**src/logic/fbof_cfg.svh**
```systemverilog
// offsets, field positions, reset values and timing counts of the octet framer
`ifndef FBOF_CFG_SVH
`define FBOF_CFG_SVH
`define FBOF_ADDR_CTRL    12'h000
`define FBOF_ADDR_DIV     12'h004
`define FBOF_ADDR_STAT    12'h008
`define FBOF_CTRL_FD_BIT  0
`define FBOF_STAT_TXEN    8
`define FBOF_STAT_RTS     9
`define FBOF_STAT_TXBUSY  10
`define FBOF_STAT_RXBUSY  11
`define FBOF_CLK_HZ       200000000
`define FBOF_BAUD_HZ      9600
`define FBOF_DIV_RESET    (`FBOF_CLK_HZ / `FBOF_BAUD_HZ)
`define FBOF_IDLE_LONG    6'd11
`define FBOF_IDLE_MAX     6'h3f
`define FBOF_SHORT_MOD    4'd10
`define FBOF_SHORT_MIN    4'd2
`define FBOF_IDLE_REP30   6'd30
`define FBOF_IDLE_REP35   6'd35
`define FBOF_IDLE_REP40   6'd40
`define FBOF_GUARD_MIN    3
`define FBOF_GUARD_MAX    10
`define FBOF_OCT_START    8'hd7
`define FBOF_OCT_ESC      8'hd9
`define FBOF_OCT_ESC_D7   8'h00
`define FBOF_OCT_ESC_D9   8'h01
`define FBOF_LEN_HD       4'd11
`define FBOF_LEN_FD       4'd10
`endif

```
**src/logic/fbof_pkg.sv**
```systemverilog
// types of the octet framer
package fbof_pkg;
  typedef enum logic [1:0] {
    FBOF_REQ_START_LONG, FBOF_REQ_START_SHORT, FBOF_REQ_DATA, FBOF_REQ_END
  } fbof_req_t;
  typedef enum logic [1:0] {FBOF_IND_START, FBOF_IND_DATA, FBOF_IND_IDLE} fbof_ind_t;
  typedef enum logic [2:0] {
    FBOF_ST_SUCCESS, FBOF_ST_STOP_ERR, FBOF_ST_PREMATURE_ADDR, FBOF_ST_MISSING_ADDR,
    FBOF_ST_ESCAPE_ERR, FBOF_ST_IDLE30, FBOF_ST_IDLE35, FBOF_ST_IDLE40
  } fbof_status_t;
  typedef enum logic [1:0] {
    FBOF_TX_IDLE, FBOF_TX_ACTIVE, FBOF_TX_DRAIN, FBOF_TX_GUARD
  } fbof_txst_t;
  typedef enum logic {FBOF_RX_IDLE, FBOF_RX_BITS} fbof_rxst_t;
  typedef enum logic [1:0] {FBOF_ESC_NONE, FBOF_ESC_START, FBOF_ESC_STUFF} fbof_esc_t;
  typedef enum logic [1:0] {FBOF_REG_CTRL, FBOF_REG_DIV, FBOF_REG_STAT, FBOF_REG_NONE} fbof_reg_t;
endpackage

```
**src/logic/fbof_framer.sv**
```systemverilog
// fieldbus asynchronous octet framer with apb control registers
//
// Contract
// long start waits for idle count eleven
// short start waits for idle mod ten >= 2
// confirm, then transmit enable, then shift out
// data frame after queue frees, bit zero
// half-duplex frames leave back to back
// link layer requests within eleven bit periods
// end waits 3 to 10 bits, drops enable
// address bit or long idle gives start
// start success needs address, stop, idle
// address frame on short idle is premature
// data frame on long idle misses address
// data frame on short idle gives data
// idle counter counts bits, clears on zero
// idle reports at 30, 35, 40, every 10
// msb first nrz, full-duplex ten bit frame
// full-duplex start sends marker then octet
// full-duplex data waits for queue and cts
// escape marker and escape octets are stuffed
// full-duplex end drains, then drops rts
// octet after marker gives start indication
// half-duplex frame carries address/data bit
// escaped octets restored, bad escape flagged
// bit tick from programmable clock divider
`timescale 1ns/1ps
`include "fbof_cfg.svh"
module fbof_framer #(
  parameter logic [15:0] DIV_RESET  = 16'(`FBOF_DIV_RESET),
  parameter int          GUARD_BITS = `FBOF_GUARD_MIN
) (
  input  wire logic                 clk,
  input  wire logic                 reset,
  input  wire logic                 psel,
  input  wire logic                 penable,
  input  wire logic                 pwrite,
  input  wire logic [11:0]          paddr,
  input  wire logic [31:0]          pwdata,
  output logic      [31:0]          prdata,
  output logic                      pready,
  output logic                      pslverr,
  input  wire logic                 reqValid,
  input  fbof_pkg::fbof_req_t       reqKind,
  input  wire logic [7:0]           reqOctet,
  output logic                      reqConfirm,
  output logic                      indValid,
  output fbof_pkg::fbof_ind_t       indKind,
  output logic      [7:0]           indOctet,
  output fbof_pkg::fbof_status_t    indStatus,
  output logic                      txLine,
  input  wire logic                 rxLine,
  output logic                      transmitEnable,
  output logic                      rts,
  input  wire logic                 cts
);

  function automatic fbof_pkg::fbof_reg_t decode(input logic [11:0] a);
    if (a == `FBOF_ADDR_CTRL) begin
      decode = fbof_pkg::FBOF_REG_CTRL;
    end else if (a == `FBOF_ADDR_DIV) begin
      decode = fbof_pkg::FBOF_REG_DIV;
    end else if (a == `FBOF_ADDR_STAT) begin
      decode = fbof_pkg::FBOF_REG_STAT;
    end else begin
      decode = fbof_pkg::FBOF_REG_NONE;
    end
  endfunction

  // a zero divisor would stall the tick, so it acts as one
  function automatic logic [15:0] reload(input logic [15:0] d);
    reload = (d == 16'h0000) ? 16'h0000 : d - 16'h0001;
  endfunction

  logic                   fd_q, fd_d;
  logic [15:0]            div_q, div_d;
  logic [31:0]            rdata_q, rdata_d;
  logic                   err_q, err_d;
  logic [15:0]            bitCnt_q, bitCnt_d;
  logic                   tick;
  logic [5:0]             idle_q, idle_d;
  logic [3:0]             mod_q, mod_d;
  logic                   idleRep;
  fbof_pkg::fbof_status_t idleSt;
  fbof_pkg::fbof_txst_t   txSt_q, txSt_d;
  logic                   txEn_q, txEn_d;
  logic                   rts_q, rts_d;
  logic [3:0]             guard_q, guard_d;
  logic [10:0]            shReg_q, shReg_d;
  logic [3:0]             shLeft_q, shLeft_d;
  logic [7:0]             qOct_q [2];
  logic [7:0]             qOct_d [2];
  logic                   qAd_q, qAd_d;
  logic [1:0]             qCnt_q, qCnt_d;
  logic                   reqReady, accept, shiftEn, load;
  fbof_pkg::fbof_rxst_t   rxSt_q, rxSt_d;
  logic [15:0]            rxCnt_q, rxCnt_d;
  logic [3:0]             rxIdx_q, rxIdx_d;
  logic [9:0]             rxSh_q, rxSh_d;
  logic                   rxLong_q, rxLong_d;
  logic                   rxDone;
  logic [9:0]             word;
  logic [7:0]             rOct;
  logic                   rAd, rStop;
  fbof_pkg::fbof_esc_t    esc_q, esc_d;
  logic                   indValid_q, indValid_d;
  fbof_pkg::fbof_ind_t    indKind_q, indKind_d;
  logic [7:0]             indOctet_q, indOctet_d;
  fbof_pkg::fbof_status_t indStatus_q, indStatus_d;

  // registers: read data captured in the setup phase, zero wait states
  always_comb begin
    fd_d    = fd_q;
    div_d   = div_q;
    rdata_d = rdata_q;
    err_d   = err_q;
    if (psel && !penable) begin
      err_d   = (decode(paddr) == fbof_pkg::FBOF_REG_NONE);
      rdata_d = 32'h0000_0000;
      case (decode(paddr))
        fbof_pkg::FBOF_REG_CTRL: rdata_d[`FBOF_CTRL_FD_BIT] = fd_q;
        fbof_pkg::FBOF_REG_DIV:  rdata_d[15:0] = div_q;
        fbof_pkg::FBOF_REG_STAT: begin
          rdata_d[5:0]              = idle_q;
          rdata_d[`FBOF_STAT_TXEN]   = txEn_q;
          rdata_d[`FBOF_STAT_RTS]    = rts_q;
          rdata_d[`FBOF_STAT_TXBUSY] = (shLeft_q != 4'h0) || (qCnt_q != 2'h0);
          rdata_d[`FBOF_STAT_RXBUSY] = (rxSt_q == fbof_pkg::FBOF_RX_BITS);
        end
        default: rdata_d = 32'h0000_0000;
      endcase
    end
    if (psel && penable && pwrite) begin
      if (decode(paddr) == fbof_pkg::FBOF_REG_CTRL) begin
        fd_d = pwdata[`FBOF_CTRL_FD_BIT];
      end else if (decode(paddr) == fbof_pkg::FBOF_REG_DIV) begin
        div_d = pwdata[15:0];
      end
    end
  end

  assign prdata  = rdata_q;
  assign pready  = 1'b1;
  assign pslverr = err_q;

  // bit tick
  always_comb begin
    tick     = (bitCnt_q == 16'h0000);
    bitCnt_d = tick ? reload(div_q) : bitCnt_q - 16'h0001;
  end

  // idle counter and line idle reports
  always_comb begin
    idle_d  = idle_q;
    mod_d   = mod_q;
    idleRep = 1'b0;
    idleSt  = fbof_pkg::FBOF_ST_IDLE30;
    if (tick) begin
      if (!txLine || !rxLine) begin
        idle_d = 6'h00;
        mod_d  = 4'h0;
      end else begin
        if (idle_q != `FBOF_IDLE_MAX) begin
          idle_d = idle_q + 6'h01;
        end
        mod_d = (mod_q == `FBOF_SHORT_MOD - 4'h1) ? 4'h0 : mod_q + 4'h1;
        // saturated count keeps ten-bit repeats through the modulo counter
        if (idle_d == `FBOF_IDLE_REP30) begin
          idleRep = !fd_q;
        end else if (idle_d == `FBOF_IDLE_REP35) begin
          idleRep = !fd_q;
          idleSt  = fbof_pkg::FBOF_ST_IDLE35;
        end else if (idle_d >= `FBOF_IDLE_REP40 && mod_d == 4'h0) begin
          idleRep = !fd_q;
          idleSt  = fbof_pkg::FBOF_ST_IDLE40;
        end
      end
    end
  end

  // transmit session, queue and shifter
  always_comb begin
    txSt_d   = txSt_q;
    txEn_d   = txEn_q;
    rts_d    = rts_q;
    guard_d  = guard_q;
    reqReady = 1'b0;
    case (txSt_q)
      fbof_pkg::FBOF_TX_IDLE: begin
        if (reqKind == fbof_pkg::FBOF_REQ_START_LONG) begin
          reqReady = fd_q || (idle_q >= `FBOF_IDLE_LONG);
        end else if (reqKind == fbof_pkg::FBOF_REQ_START_SHORT) begin
          reqReady = fd_q || (mod_q >= `FBOF_SHORT_MIN);
        end else begin
          reqReady = 1'b1;
        end
      end
      fbof_pkg::FBOF_TX_ACTIVE: begin
        if (reqKind == fbof_pkg::FBOF_REQ_DATA) begin
          reqReady = (qCnt_q == 2'h0) && (!fd_q || cts);
        end else if (reqKind == fbof_pkg::FBOF_REQ_END) begin
          reqReady = 1'b1;
        end
      end
      fbof_pkg::FBOF_TX_DRAIN: begin
        if (qCnt_q == 2'h0 && shLeft_q == 4'h0) begin
          guard_d = 4'h0;
          if (fd_q) begin
            rts_d  = 1'b0;
            txSt_d = fbof_pkg::FBOF_TX_IDLE;
          end else begin
            txSt_d = fbof_pkg::FBOF_TX_GUARD;
          end
        end
      end
      default: begin
        if (tick) begin
          guard_d = guard_q + 4'h1;
          if (guard_q == 4'(GUARD_BITS - 1)) begin
            txEn_d = 1'b0;
            txSt_d = fbof_pkg::FBOF_TX_IDLE;
          end
        end
      end
    endcase
    accept = reqValid && reqReady;
    if (accept && reqKind == fbof_pkg::FBOF_REQ_END) begin
      if (txSt_q == fbof_pkg::FBOF_TX_ACTIVE) begin
        txSt_d = fbof_pkg::FBOF_TX_DRAIN;
      end
    end else if (accept && txSt_q == fbof_pkg::FBOF_TX_IDLE
                 && reqKind != fbof_pkg::FBOF_REQ_DATA) begin
      txSt_d = fbof_pkg::FBOF_TX_ACTIVE;
      // enable is seen the cycle after the confirm
      if (fd_q) begin
        rts_d = 1'b1;
      end else begin
        txEn_d = 1'b1;
      end
    end
  end

  assign reqConfirm = reqValid && reqReady;

  always_comb begin
    qOct_d   = qOct_q;
    qAd_d    = qAd_q;
    qCnt_d   = qCnt_q;
    shReg_d  = shReg_q;
    shLeft_d = shLeft_q;
    shiftEn  = fd_q ? (rts_q && cts) : txEn_q;
    load     = tick && shiftEn && (qCnt_q != 2'h0) && (shLeft_q <= 4'h1);
    if (tick && shLeft_q != 4'h0) begin
      shReg_d  = {shReg_q[9:0], 1'b1};
      shLeft_d = shLeft_q - 4'h1;
    end
    if (load) begin
      shReg_d   = fd_q ? {1'b0, qOct_q[0], 2'b11} : {1'b0, qOct_q[0], qAd_q, 1'b1};
      shLeft_d  = fd_q ? `FBOF_LEN_FD : `FBOF_LEN_HD;
      qOct_d[0] = qOct_q[1];
      qAd_d     = 1'b0;
      qCnt_d    = qCnt_q - 2'h1;
    end
    // a push only happens with an empty queue, so it never meets a pop
    if (accept && (reqKind != fbof_pkg::FBOF_REQ_END)
        && (txSt_q == fbof_pkg::FBOF_TX_ACTIVE) == (reqKind == fbof_pkg::FBOF_REQ_DATA)) begin
      qOct_d[0] = reqOctet;
      qCnt_d    = 2'h1;
      qAd_d     = (reqKind != fbof_pkg::FBOF_REQ_DATA);
      if (fd_q && reqKind != fbof_pkg::FBOF_REQ_DATA) begin
        qOct_d[0] = `FBOF_OCT_START;
        qOct_d[1] = reqOctet;
        qCnt_d    = 2'h2;
      end else if (fd_q && reqOctet == `FBOF_OCT_START) begin
        qOct_d[0] = `FBOF_OCT_ESC;
        qOct_d[1] = `FBOF_OCT_ESC_D7;
        qCnt_d    = 2'h2;
      end else if (fd_q && reqOctet == `FBOF_OCT_ESC) begin
        qOct_d[0] = `FBOF_OCT_ESC;
        qOct_d[1] = `FBOF_OCT_ESC_D9;
        qCnt_d    = 2'h2;
      end
    end
  end

  assign txLine         = shReg_q[10];
  assign transmitEnable = txEn_q;
  assign rts            = rts_q;

  // receiver: centre sampling from the falling start edge
  always_comb begin
    rxSt_d   = rxSt_q;
    rxCnt_d  = rxCnt_q;
    rxIdx_d  = rxIdx_q;
    rxSh_d   = rxSh_q;
    rxLong_d = rxLong_q;
    rxDone   = 1'b0;
    word     = {rxSh_q[8:0], rxLine};
    if (rxSt_q == fbof_pkg::FBOF_RX_IDLE) begin
      if (!rxLine) begin
        rxCnt_d  = {1'b0, div_q[15:1]};
        rxIdx_d  = 4'h0;
        rxLong_d = (idle_q >= `FBOF_IDLE_LONG);
        rxSt_d   = fbof_pkg::FBOF_RX_BITS;
      end
    end else if (rxCnt_q == 16'h0000) begin
      rxCnt_d = reload(div_q);
      if (rxIdx_q == 4'h0 && rxLine) begin
        rxSt_d = fbof_pkg::FBOF_RX_IDLE; // glitch, not a start bit
      end else begin
        rxIdx_d = rxIdx_q + 4'h1;
        if (rxIdx_q != 4'h0) begin
          rxSh_d = word;
        end
        if (rxIdx_q == (fd_q ? `FBOF_LEN_FD : `FBOF_LEN_HD) - 4'h1) begin
          rxDone = 1'b1;
          rxSt_d = fbof_pkg::FBOF_RX_IDLE;
        end
      end
    end else begin
      rxCnt_d = rxCnt_q - 16'h0001;
    end
    rOct  = fd_q ? word[8:1] : word[9:2];
    rAd   = word[1];
    rStop = word[0];
  end

  // indications; a finished frame wins over an idle report
  always_comb begin
    esc_d       = esc_q;
    indValid_d  = 1'b0;
    indKind_d   = indKind_q;
    indOctet_d  = indOctet_q;
    indStatus_d = indStatus_q;
    if (rxDone) begin
      indValid_d  = 1'b1;
      indOctet_d  = rOct;
      indKind_d   = fbof_pkg::FBOF_IND_DATA;
      indStatus_d = rStop ? fbof_pkg::FBOF_ST_SUCCESS : fbof_pkg::FBOF_ST_STOP_ERR;
      if (!fd_q) begin
        if (rAd || rxLong_q) begin
          indKind_d = fbof_pkg::FBOF_IND_START;
          if (rStop && !rxLong_q) begin
            indStatus_d = fbof_pkg::FBOF_ST_PREMATURE_ADDR;
          end else if (rStop && !rAd) begin
            indStatus_d = fbof_pkg::FBOF_ST_MISSING_ADDR;
          end
        end
      end else begin
        case (esc_q)
          fbof_pkg::FBOF_ESC_NONE: begin
            if (rOct == `FBOF_OCT_START) begin
              indValid_d = 1'b0;
              esc_d      = fbof_pkg::FBOF_ESC_START;
            end else if (rOct == `FBOF_OCT_ESC && rStop) begin
              indValid_d = 1'b0;
              esc_d      = fbof_pkg::FBOF_ESC_STUFF;
            end
          end
          fbof_pkg::FBOF_ESC_START: begin
            indKind_d = fbof_pkg::FBOF_IND_START;
            esc_d     = fbof_pkg::FBOF_ESC_NONE;
          end
          default: begin
            esc_d = fbof_pkg::FBOF_ESC_NONE;
            if (rStop && rOct == `FBOF_OCT_ESC_D7) begin
              indOctet_d = `FBOF_OCT_START;
            end else if (rStop && rOct == `FBOF_OCT_ESC_D9) begin
              indOctet_d = `FBOF_OCT_ESC;
            end else if (rStop) begin
              indStatus_d = fbof_pkg::FBOF_ST_ESCAPE_ERR;
            end
          end
        endcase
      end
    end else if (idleRep) begin
      indValid_d  = 1'b1;
      indKind_d   = fbof_pkg::FBOF_IND_IDLE;
      indOctet_d  = 8'h00;
      indStatus_d = idleSt;
    end
  end

  assign indValid  = indValid_q;
  assign indKind   = indKind_q;
  assign indOctet  = indOctet_q;
  assign indStatus = indStatus_q;

  always_ff @(posedge clk) begin
    if (reset) begin
      fd_q        <= 1'b0;
      div_q       <= DIV_RESET;
      rdata_q     <= 32'h0000_0000;
      err_q       <= 1'b0;
      bitCnt_q    <= 16'h0000;
      idle_q      <= 6'h00;
      mod_q       <= 4'h0;
      txSt_q      <= fbof_pkg::FBOF_TX_IDLE;
      txEn_q      <= 1'b0;
      rts_q       <= 1'b0;
      guard_q     <= 4'h0;
      shReg_q     <= 11'h7ff;
      shLeft_q    <= 4'h0;
      qOct_q[0]   <= 8'h00;
      qOct_q[1]   <= 8'h00;
      qAd_q       <= 1'b0;
      qCnt_q      <= 2'h0;
      rxSt_q      <= fbof_pkg::FBOF_RX_IDLE;
      rxCnt_q     <= 16'h0000;
      rxIdx_q     <= 4'h0;
      rxSh_q      <= 10'h000;
      rxLong_q    <= 1'b0;
      esc_q       <= fbof_pkg::FBOF_ESC_NONE;
      indValid_q  <= 1'b0;
      indKind_q   <= fbof_pkg::FBOF_IND_DATA;
      indOctet_q  <= 8'h00;
      indStatus_q <= fbof_pkg::FBOF_ST_SUCCESS;
    end else begin
      fd_q        <= fd_d;
      div_q       <= div_d;
      rdata_q     <= rdata_d;
      err_q       <= err_d;
      bitCnt_q    <= bitCnt_d;
      idle_q      <= idle_d;
      mod_q       <= mod_d;
      txSt_q      <= txSt_d;
      txEn_q      <= txEn_d;
      rts_q       <= rts_d;
      guard_q     <= guard_d;
      shReg_q     <= shReg_d;
      shLeft_q    <= shLeft_d;
      qOct_q      <= qOct_d;
      qAd_q       <= qAd_d;
      qCnt_q      <= qCnt_d;
      rxSt_q      <= rxSt_d;
      rxCnt_q     <= rxCnt_d;
      rxIdx_q     <= rxIdx_d;
      rxSh_q      <= rxSh_d;
      rxLong_q    <= rxLong_d;
      esc_q       <= esc_d;
      indValid_q  <= indValid_d;
      indKind_q   <= indKind_d;
      indOctet_q  <= indOctet_d;
      indStatus_q <= indStatus_d;
    end
  end
endmodule

```
**config.mk**
```make
export PLATFORM = sky130hd
export DESIGN_NAME = fbof_framer
export DESIGN_NICKNAME = d
export VERILOG_FILES = /design/src/logic/fbof_pkg.sv /design/src/logic/fbof_framer.sv
export VERILOG_INCLUDE_DIRS = /design/src /design/src/logic
export SDC_FILE = /design/constraint.sdc
export NUM_CORES = 1
export LEC_CHECK = 0
export BUFFER_PORTS_ARGS = -buffer_cell sky130_fd_sc_hd__buf_2
export CAP_MARGIN = 10
export CORE_MARGIN = 2
export CORE_UTILIZATION = 42
export CTS_CLUSTER_SIZE = 30
export DETAILED_ROUTE_END_ITERATION = 10
export PLACE_DENSITY = 0.6
export SLEW_MARGIN = 30
export SYNTH_ARGS = -nofsm -noshare
export SYNTH_HDL_FRONTEND = slang
export SYNTH_SLANG_ARGS = --single-unit
```
**constraint.sdc**
```tcl
create_clock -name clk -period 2.6 [get_ports clk]
set_clock_uncertainty 0.05 [all_clocks]
set_input_delay 0 -clock clk [delete_from_list [all_inputs] [get_ports clk]]
set_output_delay 0 -clock clk [all_outputs]
set_load 0.1 [all_outputs]
```
==> results of run 1 <==
## layer usage
| layer | track usage (%) | part of all wire [%] | vias up |
|---|---|---|---|
| met5 | 0 | 0 | - |
| met4 | 6.553 | 1.6 | 0 |
| met3 | 4.432 | 5.0 | 34 |
| met2 | 38.17 | 47 | 221 |
| met1 | 30.77 | 47 | 3705 |
| li1 | - | - | 3919 |
## layout by cell type (no fill, tap or decap), types with 13 or more instances in the layout
cell and n:
a211oi_1 20, a21oi_1 93, a22oi_1 19, buf_2 78, buf_4 49, clkbuf_16 17
conb_1 17, dfxtp_1 146, dlygate4sd3_1 28, ha_1 16, inv_1 23, nand2_1 122
nand3_1 43, nand3b_1 13, nand4_1 18, nor2_1 98, nor2b_1 15, nor3_1 38
nor4_1 16, o21ai_0 30, xor2_1 20
## area by class of cell
class | instances | area (um^2)
well taps | 265 | 331.6
flip-flops and latches | 148 | 2965
clock buffers | 17 | 425.4
repair buffers | 157 | 1079
clock inverters | 14 | 200.2
fillers | 1870 | 9428
inverters | 24 | 90.09
multi-input cells | 784 | 4752
## worst max path at each step
stage / endpoint / slack, ps / from / depth (start not counted)
after floorplan: qCnt_q[0] / 70 / transmitEnable / 7
after global placement: qOct_q[13] / 220 / bitCnt_q[0] / 9
after detailed placement: qOct_q[13] / 180 / bitCnt_q[0] / 9
after CTS: reqConfirm / 160 / idle_q[3] / 7
after global routing: rxCnt_q[3] / 50 / rxCnt_q[0] / 8
final: rxCnt_q[3] / 210 / rxCnt_q[0] / 8
## flip-flops by register name, summed over array words and instances (netlist names), 3 cells and up
register,count
bitCnt_q,16
div_q,16
prdata,16
qOct_q,16
rxCnt_q,16
shReg_q,10
rxSh_q,9
indOctet,8
idle_q,6
guard_q,4
mod_q,4
rxIdx_q,4
shLeft_q,4
indStatus,3
## report_power, final
group	internal, mW	switching, mW
logic	0.659	1.03
clock network	1.61	1.04
registers	2.42	0.189
total	4.69	2.26
## cells by family after synthesis
kind of cell / synth area share [%]
buffers and inverters: 6.372
xor gates and xnor gates: 3.216
and+or+nand+nor: 28.01
adders and majority gates: 2.451
muxes: 1.532
AOI/OAI and AO/OA: 22.06
other: 0.09193
DFF: 36.27
## metrics by stage
stage          utilization, %  total power [mW]  instances  worst slack [ps]
6_report                51.08             6.944       1409             209.5
5_1_grt                 51.08             7.268       1409             54.05
4_1_cts                 51.02             6.960       1409             161.3
3_5_place_dp            46.32             4.268       1350             183.4
3_3_place_gp            46.32             4.251       1350             224.6
2_1_floorplan               -             3.872       1048             66.42
## worst max-delay path, delay by kind of cell, from the launching register on
family | cells | cell delay [ps]
compound gates | 2 | 320
fa+ha+maj | 1 | 150
buf+inv | 1 | 100
flops | 1 | 360
simple gates | 4 | 1340
## repair_timing
| action | in CTS | in global routing |
|---|---|---|
| endpoints found under the hold margin | 36 | 0 |
| resized for setup | 0 | 3 |
| hold buffers | 28 | 0 |
| setup endpoints to repair | 0 | 5 |
==> flow_summary.ini, run 1 <==
[synth]
synthTopCellsByCount = 148 x dfxtp_1, 122 x nand2_1, 98 x nor2_1
syn_area_um2 = 8169
ys_types = 86
ys_seq_elements = 148
synth_top_area_share_pct = 36.27
synthFlopType = dfxtp_1
seq_area_frac_synth_pct = 36.27
synthMostInstantiatedCell = dfxtp_1
ys_top_cells_by_area = dfxtp_1 36%, a21oi_1 5.7%, nand2_1 5.6%, nor2_1 4.5%, clkbuf_1 2.8%
netlist_instances = 1033
yosys_warnings = 0
synth_enable_flop_cells = 0
synth_area_leader_cell = dfxtp_1
synthArstFlopShare_pct = 0
avgSynthCellArea_um2 = 7.908

[setup_path]
arrival_ps = 2680
cp.required_ps = 2890
timing.rr.end = rxCnt_q[3]
worst-setup-path-type = register to register
rr_startpoint = rxCnt_q[0]
cp_max_fo = 6
slowest_stage = or4b_4
startpoint_type = register
critical-path-max-stage-delay_ps = 480
cp-end-kind = register
path_cells = inv_1 > ha_1 > or4b_4 > nor3_4 > nand3_1 > nor2_1 > a222oi_1 > a21oi_1
ff2ff_path_depth = 8
r2r_slack_ps = 210

[global_routing]
grt_pass1_wl_um = 37870
grt-ovfl-total = 0
grt_pass1_vias = 7338
grt_max_degree = 87
grt_use_total_pct = 23.10
grt_antenna_before_repair = 0

[sta]
worst_pin_slew_ps = 740.5
setup_viol = 0
drv_slew = 0
finalCritPeriodShare_pct = 91.94
hold_violations = 0
rsz0062_at_grt = no
max_slew_margin_pct = 50.64
clock.fmax_ghz = 0.4183
setup_tns_ps = 0
min_period_ps = 2391
hold_slack_ps = 28.81

[place]
gp_congestion = 0.8913
hpwl_um = 16410
io_buffers = 80
postPlaceCellArea_um2 = 8926

[clocking]
htreeDepth = 4
cts_tree = built
cts.reportedPaths.clkPinSlew_ps = 60
cts_made_buffers = 17
clockRootBuffer = clkbuf_16
cts_num_sinks = 148
cts.path.max_buffers = 2
clk_latency_ps = 430
cts_setup_buffers = 0

[route]
dr.pass1.iters = 5
drc = 0
avgViaCountPerCell = 5.592
routedWlPerCell_um = 16.55
wirelength_um = 23320
vias = 7879
drtAntennaViolNets = 0
first_iter_violations = 583

[power_and_ir_drop]
ir_drop_mv = 0.5218
leakage_nw = 3.802
power_density_nw_per_um2 = 705.5

[floorplan]
floorplan.initialDensity_pct = 42.39
die_area_um2 = 20580
core_area_um2 = 19270
die_w_um = 143.5
pin_count = 114
num_rows = 51
die_h_um = 143.5

[flow_run]
max_cap_viol_count = 0

[layout]
fin_nets = 1210
drive_gt1_share_pct = 17.05
final_cell_area_um2 = 9843
syn_to_final_growth_pct = 20.49
antenna_cells = 0

[run_status]
status = complete, no violations

[min_path]
whs_endpoint = indStatus[2]
hold_path.class = input pin to register
hold_depth = 5
min_from = rxLine
(Power assumes the default switching activity.)
==> run 2, diff against run 1 <==
CORE_UTILIZATION = 44   (was 42)
PLACE_DENSITY = 0.63   (was 0.6)
==> run 2 against run 1 <==
Via count increased by 0.13%. Highest routed layer unchanged. Flip-flop and latch count stayed put. Utilization is 2.8 points higher. Non-clock buffer count is 1 lower. Clock power is 11% lower. Final cell count shrank 2.6%. Power decreased by 4.9%. Combinational power fell by 2%. Critical path depth did not move. Fmax up 1.8%. Worst hold slack improved by 1.0 ps.
==> flow_summary.ini, run 2 (synthesis gave the netlist of run 1 again) <==
[layout]
drive_gt1_share_pct = 16.96
multiInputGateArea_um2 = 4750
antenna_cells = 0
register_area_um2 = 2964
syn_to_final_growth_pct = 19.18
final_common_cell = dfxtp_1
final_cell_mix = 147 x dfxtp_1, 122 x nand2_1, 98 x nor2_1, 93 x a21oi_1, 78 x buf_2
fillers = 1700
final_cells = 1373
fin_nets = 1209

[clocking]
cts_setup_buffers = 0
cts.reportedPaths.clkPinSlew_ps = 60
clk_latency_ps = 430
clockRootBuffer = clkbuf_16
cts_made_buffers = 17
cts.path.max_buffers = 2
htreeDepth = 4
cts_tree = built
cts_num_sinks = 148

[sta]
finalCritPeriodShare_pct = 90.28
rsz0062_at_grt = no
hold_violations = 0
drv_slew = 0
max_slew_margin_pct = 36.69
setup_tns_ps = 0
clock.fmax_ghz = 0.4260
setup_viol = 0
min_period_ps = 2347
worst_pin_slew_ps = 949.6

[setup_path]
slowest_stage = or4b_4
cp.required_ps = 2900
critical-path-max-stage-delay_ps = 490
worst-setup-path-type = register to register
cp_max_fo = 12
arrival_ps = 2650
path_cells = inv_1 > ha_1 > or4b_4 > nor3_4 > nand2_1 > nor2_4 > o221ai_1 > o2bb2ai_1
startpoint_type = register
cp-end-kind = register

[floorplan]
core_area_um2 = 18090
die_h_um = 140.3
num_rows = 49
die_area_um2 = 19670
floorplan.initialDensity_pct = 45.17
pin_count = 114
die_w_um = 140.3

[place]
io_buffers = 80
gp_congestion = 0.9069
place_inst = 1313
hpwl_um = 16060

[global_routing]
use_met1_pct = 30.60
gr-usage-met3_pct = 4.274
grt-ovfl-total = 0
use_met2_pct = 38.98
grt_max_degree = 86
grt_pass1_vias = 7565
top_usage_layer = met2
grt_pass1_wl_um = 37950
grt_antenna_before_repair = 0
grt_use_total_pct = 23.66

[min_path]
hold_path.class = input pin to register

[route]
avgViaCountPerCell = 5.746
drc = 0
dr.pass1.iters = 5
routedWlPerCell_um = 16.73
first_iter_violations = 604
wirelength_um = 22970
drtAntennaViolNets = 0
vias = 7889

[power_and_ir_drop]
power_density_nw_per_um2 = 678.4
leakage_nw = 3.767
ir_drop_mv = 0.4936

[flow_run]
max_cap_viol_count = 0

[run_status]
status = complete, no violations
## run 2: power breakdown
part	internal [mW]	switching (mW)	leakage [nW]
registers	2.42	0.183	1.20
clock network	1.36	0.993	0.265
logic	0.629	1.02	2.30
total	4.41	2.19	3.77
## run 2: metrics by stage
step | util [%] | power [mW] | area (um^2) | setup slack, ps | hold WS [ps]
floorplan | - | 3.872 | 8227 | 66.42 | 67.84
global placement | 49.13 | 4.223 | 8886 | 211.0 | 168.5
detailed placement | 49.13 | 4.229 | 8886 | 215.0 | 179.0
CTS | 53.79 | 6.641 | 9728 | 139.1 | 4.201
global route | 53.83 | 6.954 | 9736 | 65.45 | 57.65
finish | 53.83 | 6.604 | 9736 | 252.8 | 29.86
## run 2: repair_timing
| item | 4_1_cts | 5_1_grt |
|---|---|---|
| hold buffers | 28 | 0 |
| hold endpoints to repair | 36 | 0 |
| gates resized for setup | 0 | 2 |
| setup endpoints to repair | 0 | 6 |
## run 2: final timing paths
check                                 start           to  slack [ps]  cells past startpoint
worst max-delay path             rxCnt_q[0]  indOctet[0]         250                      8
worst min-delay path                penable      pslverr          30                      5
worst min register to register  indOctet[2]  indOctet[2]         400                      1
worst max register to register   rxCnt_q[0]  indOctet[0]         250                      8
## run 2: cell type report
| cell class | instances | share of cell area [%] |
|---|---|---|
| Sequential cell | 148 | 30.45 |
| Inverter | 24 | 0.9253 |
| Multi-Input combinational cell | 784 | 48.79 |
| Tap cell | 229 | 2.943 |
| Clock buffer | 20 | 4.691 |
| Clock inverter | 12 | 1.080 |
| Timing Repair Buffer | 156 | 11.13 |
## run 2: critical path, delay by kind of cell (launching register included)
kind                     cells  cell delay (ps)
buffers and inverters        1              100
adder cells (fa/ha/maj)      1              150
AND/OR/NAND/NOR              4             1270
flip-flops                   1              350
AO/OA/AOI/OAI                2              360
## run 2: metal layers
| layer | up-vias | wire length [um] |
|---|---|---|
| met3 | 44 | 1293 |
| met5 | - | 0 |
| met4 | 0 | 690 |
| met2 | 238 | 10500 |
| met1 | 3701 | 10490 |
| li1 | 3906 | - |
==> run 3, diff against run 2 <==
CORE_ASPECT_RATIO = 1.75   (was not set)
==> run 3 against run 2 <==
Global-route usage is 0.47 points higher. Count of clock-buffer cells in the layout is 1 lower. Worst hold slack worse by 3.0 ps. Final cell count is 0.29% higher. Non-clock buffer count is 3 lower. Flip-flop and latch count stayed put. Fmax is 4.6% lower. Register-to-register slack worse by 30 ps. Critical path type is now register to output port. Critical endpoint is now reqConfirm. Largest cell class unchanged.
==> flow_summary.ini, run 3 (synthesis gave the netlist of run 1 again) <==
[run_status]
status = complete, no violations

[sta]
setup_viol = 0
rsz0062_at_grt = no
finalCritPeriodShare_pct = 94.63
min_period_ps = 2460
hold_slack_ps = 26.81
worst_pin_slew_ps = 677.7
clock.fmax_ghz = 0.4064
hold_violations = 0
drv_slew = 0
max_slew_margin_pct = 54.82
setup_tns_ps = 0

[setup_path]
ff2ff_path_depth = 8
worstPathBufferInverterCount = 1
crit_start = idle_q[1]
endpoint = reqConfirm
slowest_stage = dfxtp_1
worst-setup-path-type = register to output port
path_cells = ha_2 > o21ai_0 > a31oi_1 > nor3_1 > o22ai_1 > and3b_1 > buf_4
arrival_ps = 2410
crit_family = compound AO/OA/AOI/OAI gates
timing.rr.end = rxCnt_q[3]
cp.required_ps = 2550
cp-end-kind = output port
cp_max_fo = 8
startpoint_type = register
critical-path-max-stage-delay_ps = 470
worst-path-stages = 7
rr_startpoint = rxCnt_q[0]
r2r_slack_ps = 220

[layout]
final_common_cell = dfxtp_1
fillers = 1817
final_util_pct = 52.77
antenna_cells = 0
drive_gt1_share_pct = 16.59
fin_nets = 1206
final_cell_mix = 147 x dfxtp_1, 122 x nand2_1, 98 x nor2_1, 93 x a21oi_1, 78 x buf_2
syn_to_final_growth_pct = 18.95

[place]
io_buffers = 80
gp_congestion = 0.9213
hpwl_um = 17100

[clocking]
clk_latency_ps = 430
cts_setup_buffers = 0
cts_tree = built
htreeDepth = 4
cts.path.max_buffers = 2
clockRootBuffer = clkbuf_16
cts_made_buffers = 17
cts.reportedPaths.clkPinSlew_ps = 60
cts_num_sinks = 148

[power_and_ir_drop]
leakage_nw = 3.763
ir_drop_mv = 0.4386
power_density_nw_per_um2 = 680.3

[global_routing]
grt_antenna_before_repair = 0
grt_pass1_wl_um = 37380
grt_use_total_pct = 24.13
grt_pass1_vias = 7578
grt-ovfl-total = 0
grt_max_degree = 72

[floorplan]
floorplan.initialDensity_pct = 44.36
die_area_um2 = 19710
pin_count = 114
die_h_um = 184.3
num_rows = 66
core_area_um2 = 18420
die_w_um = 107

[route]
vias = 7814
drtAntennaViolNets = 0
first_iter_violations = 360
drc = 0
dr.pass1.iters = 5
routedWlPerCell_um = 17.06
avgViaCountPerCell = 5.675
wirelength_um = 23490

[flow_run]
max_cap_viol_count = 0

[min_path]
hold_path.class = input pin to register
-- run 3: cell count changes in the layout (fill, tap and decap cells not counted), moves of 2 or more --
| cell | before | now |
|---|---|---|
| buf_12 | 3 | 1 |
| buf_4 | 47 | 45 |
| clkinv_2 | 4 | 7 |
| clkinvlp_4 | 5 | 1 |
| inv_6 | 2 | 0 |
-- run 3: worst min-delay path by stage --
stage          cells past startpoint       start        end  slack (ps)
2_1_floorplan                      1   pwdata[0]   div_q[0]          70
3_3_place_gp                       3  pwdata[12]  div_q[12]         170
3_5_place_dp                       3  pwdata[12]  div_q[12]         170
4_1_cts                            4  reqKind[1]  txSt_q[0]         0.8
5_1_grt                            4  reqKind[1]      qAd_q          50
6_report                           4  reqKind[1]  txSt_q[0]          30
-- run 3: stage by stage --
| step | setup slack [ps] | instances | power, mW | cell area, um^2 |
|---|---|---|---|---|
| after CTS | 99.74 | 1377 | 6.629 | 9697 |
| after global routing | 18.64 | 1377 | 6.941 | 9717 |
| after detailed placement | 167.4 | 1318 | 4.209 | 8840 |
| final | 139.5 | 1377 | 6.610 | 9717 |
| after floorplan | 66.42 | 1048 | 3.872 | 8227 |
| after global placement | 188.5 | 1318 | 4.200 | 8840 |
-- run 3: worst register-to-register path: cells and delay by family, from the launching register on --
| kind | cells | cell delay (ps) |
|---|---|---|
| simple gates | 4 | 1350 |
| fa+ha+maj | 1 | 150 |
| flops | 1 | 350 |
| buf+inv | 1 | 90 |
| compound gates | 2 | 310 |
-- run 3: layout make-up --
type / count / area, um^2 / share of cell area [%]
clock buffer: 19 / 452.9 / 4.661
clock inverter: 11 / 111.4 / 1.146
inverter: 24 / 90.09 / 0.9271
multi-input combinational: 784 / 4762 / 49.01
sequential: 148 / 2964 / 30.50
tap: 238 / 297.8 / 3.065
timing repair buffer: 153 / 1039 / 10.69
-- run 3: where the power goes --
group / switching, mW / total (mW) / leakage [nW] / internal [mW]
Combinational: 1.00 / 1.63 / 2.28 / 0.627
Clock: 0.946 / 2.38 / 0.284 / 1.44
Sequential: 0.181 / 2.60 / 1.20 / 2.42
Total: 2.13 / 6.61 / 3.76 / 4.48
-- run 3: routing by layer --
layer	track usage, %	share of wire (%)	vias to the layer above	wire length [um]
met1	25.18	39	3634	9218
met2	44.66	52	221	12170
met3	3.960	3.8	63	882
li1	-	-	3896	-
met4	14.13	5.2	0	1218
met5	0	0	-	0
-- run 3: timing repair --
action / CTS / global route
setup endpoints to repair: 1 / 18
endpoints found under the hold margin: 41 / 0
gates resized for setup: 1 / 4
pin swaps: 0 / 0
hold buffers: 29 / 0
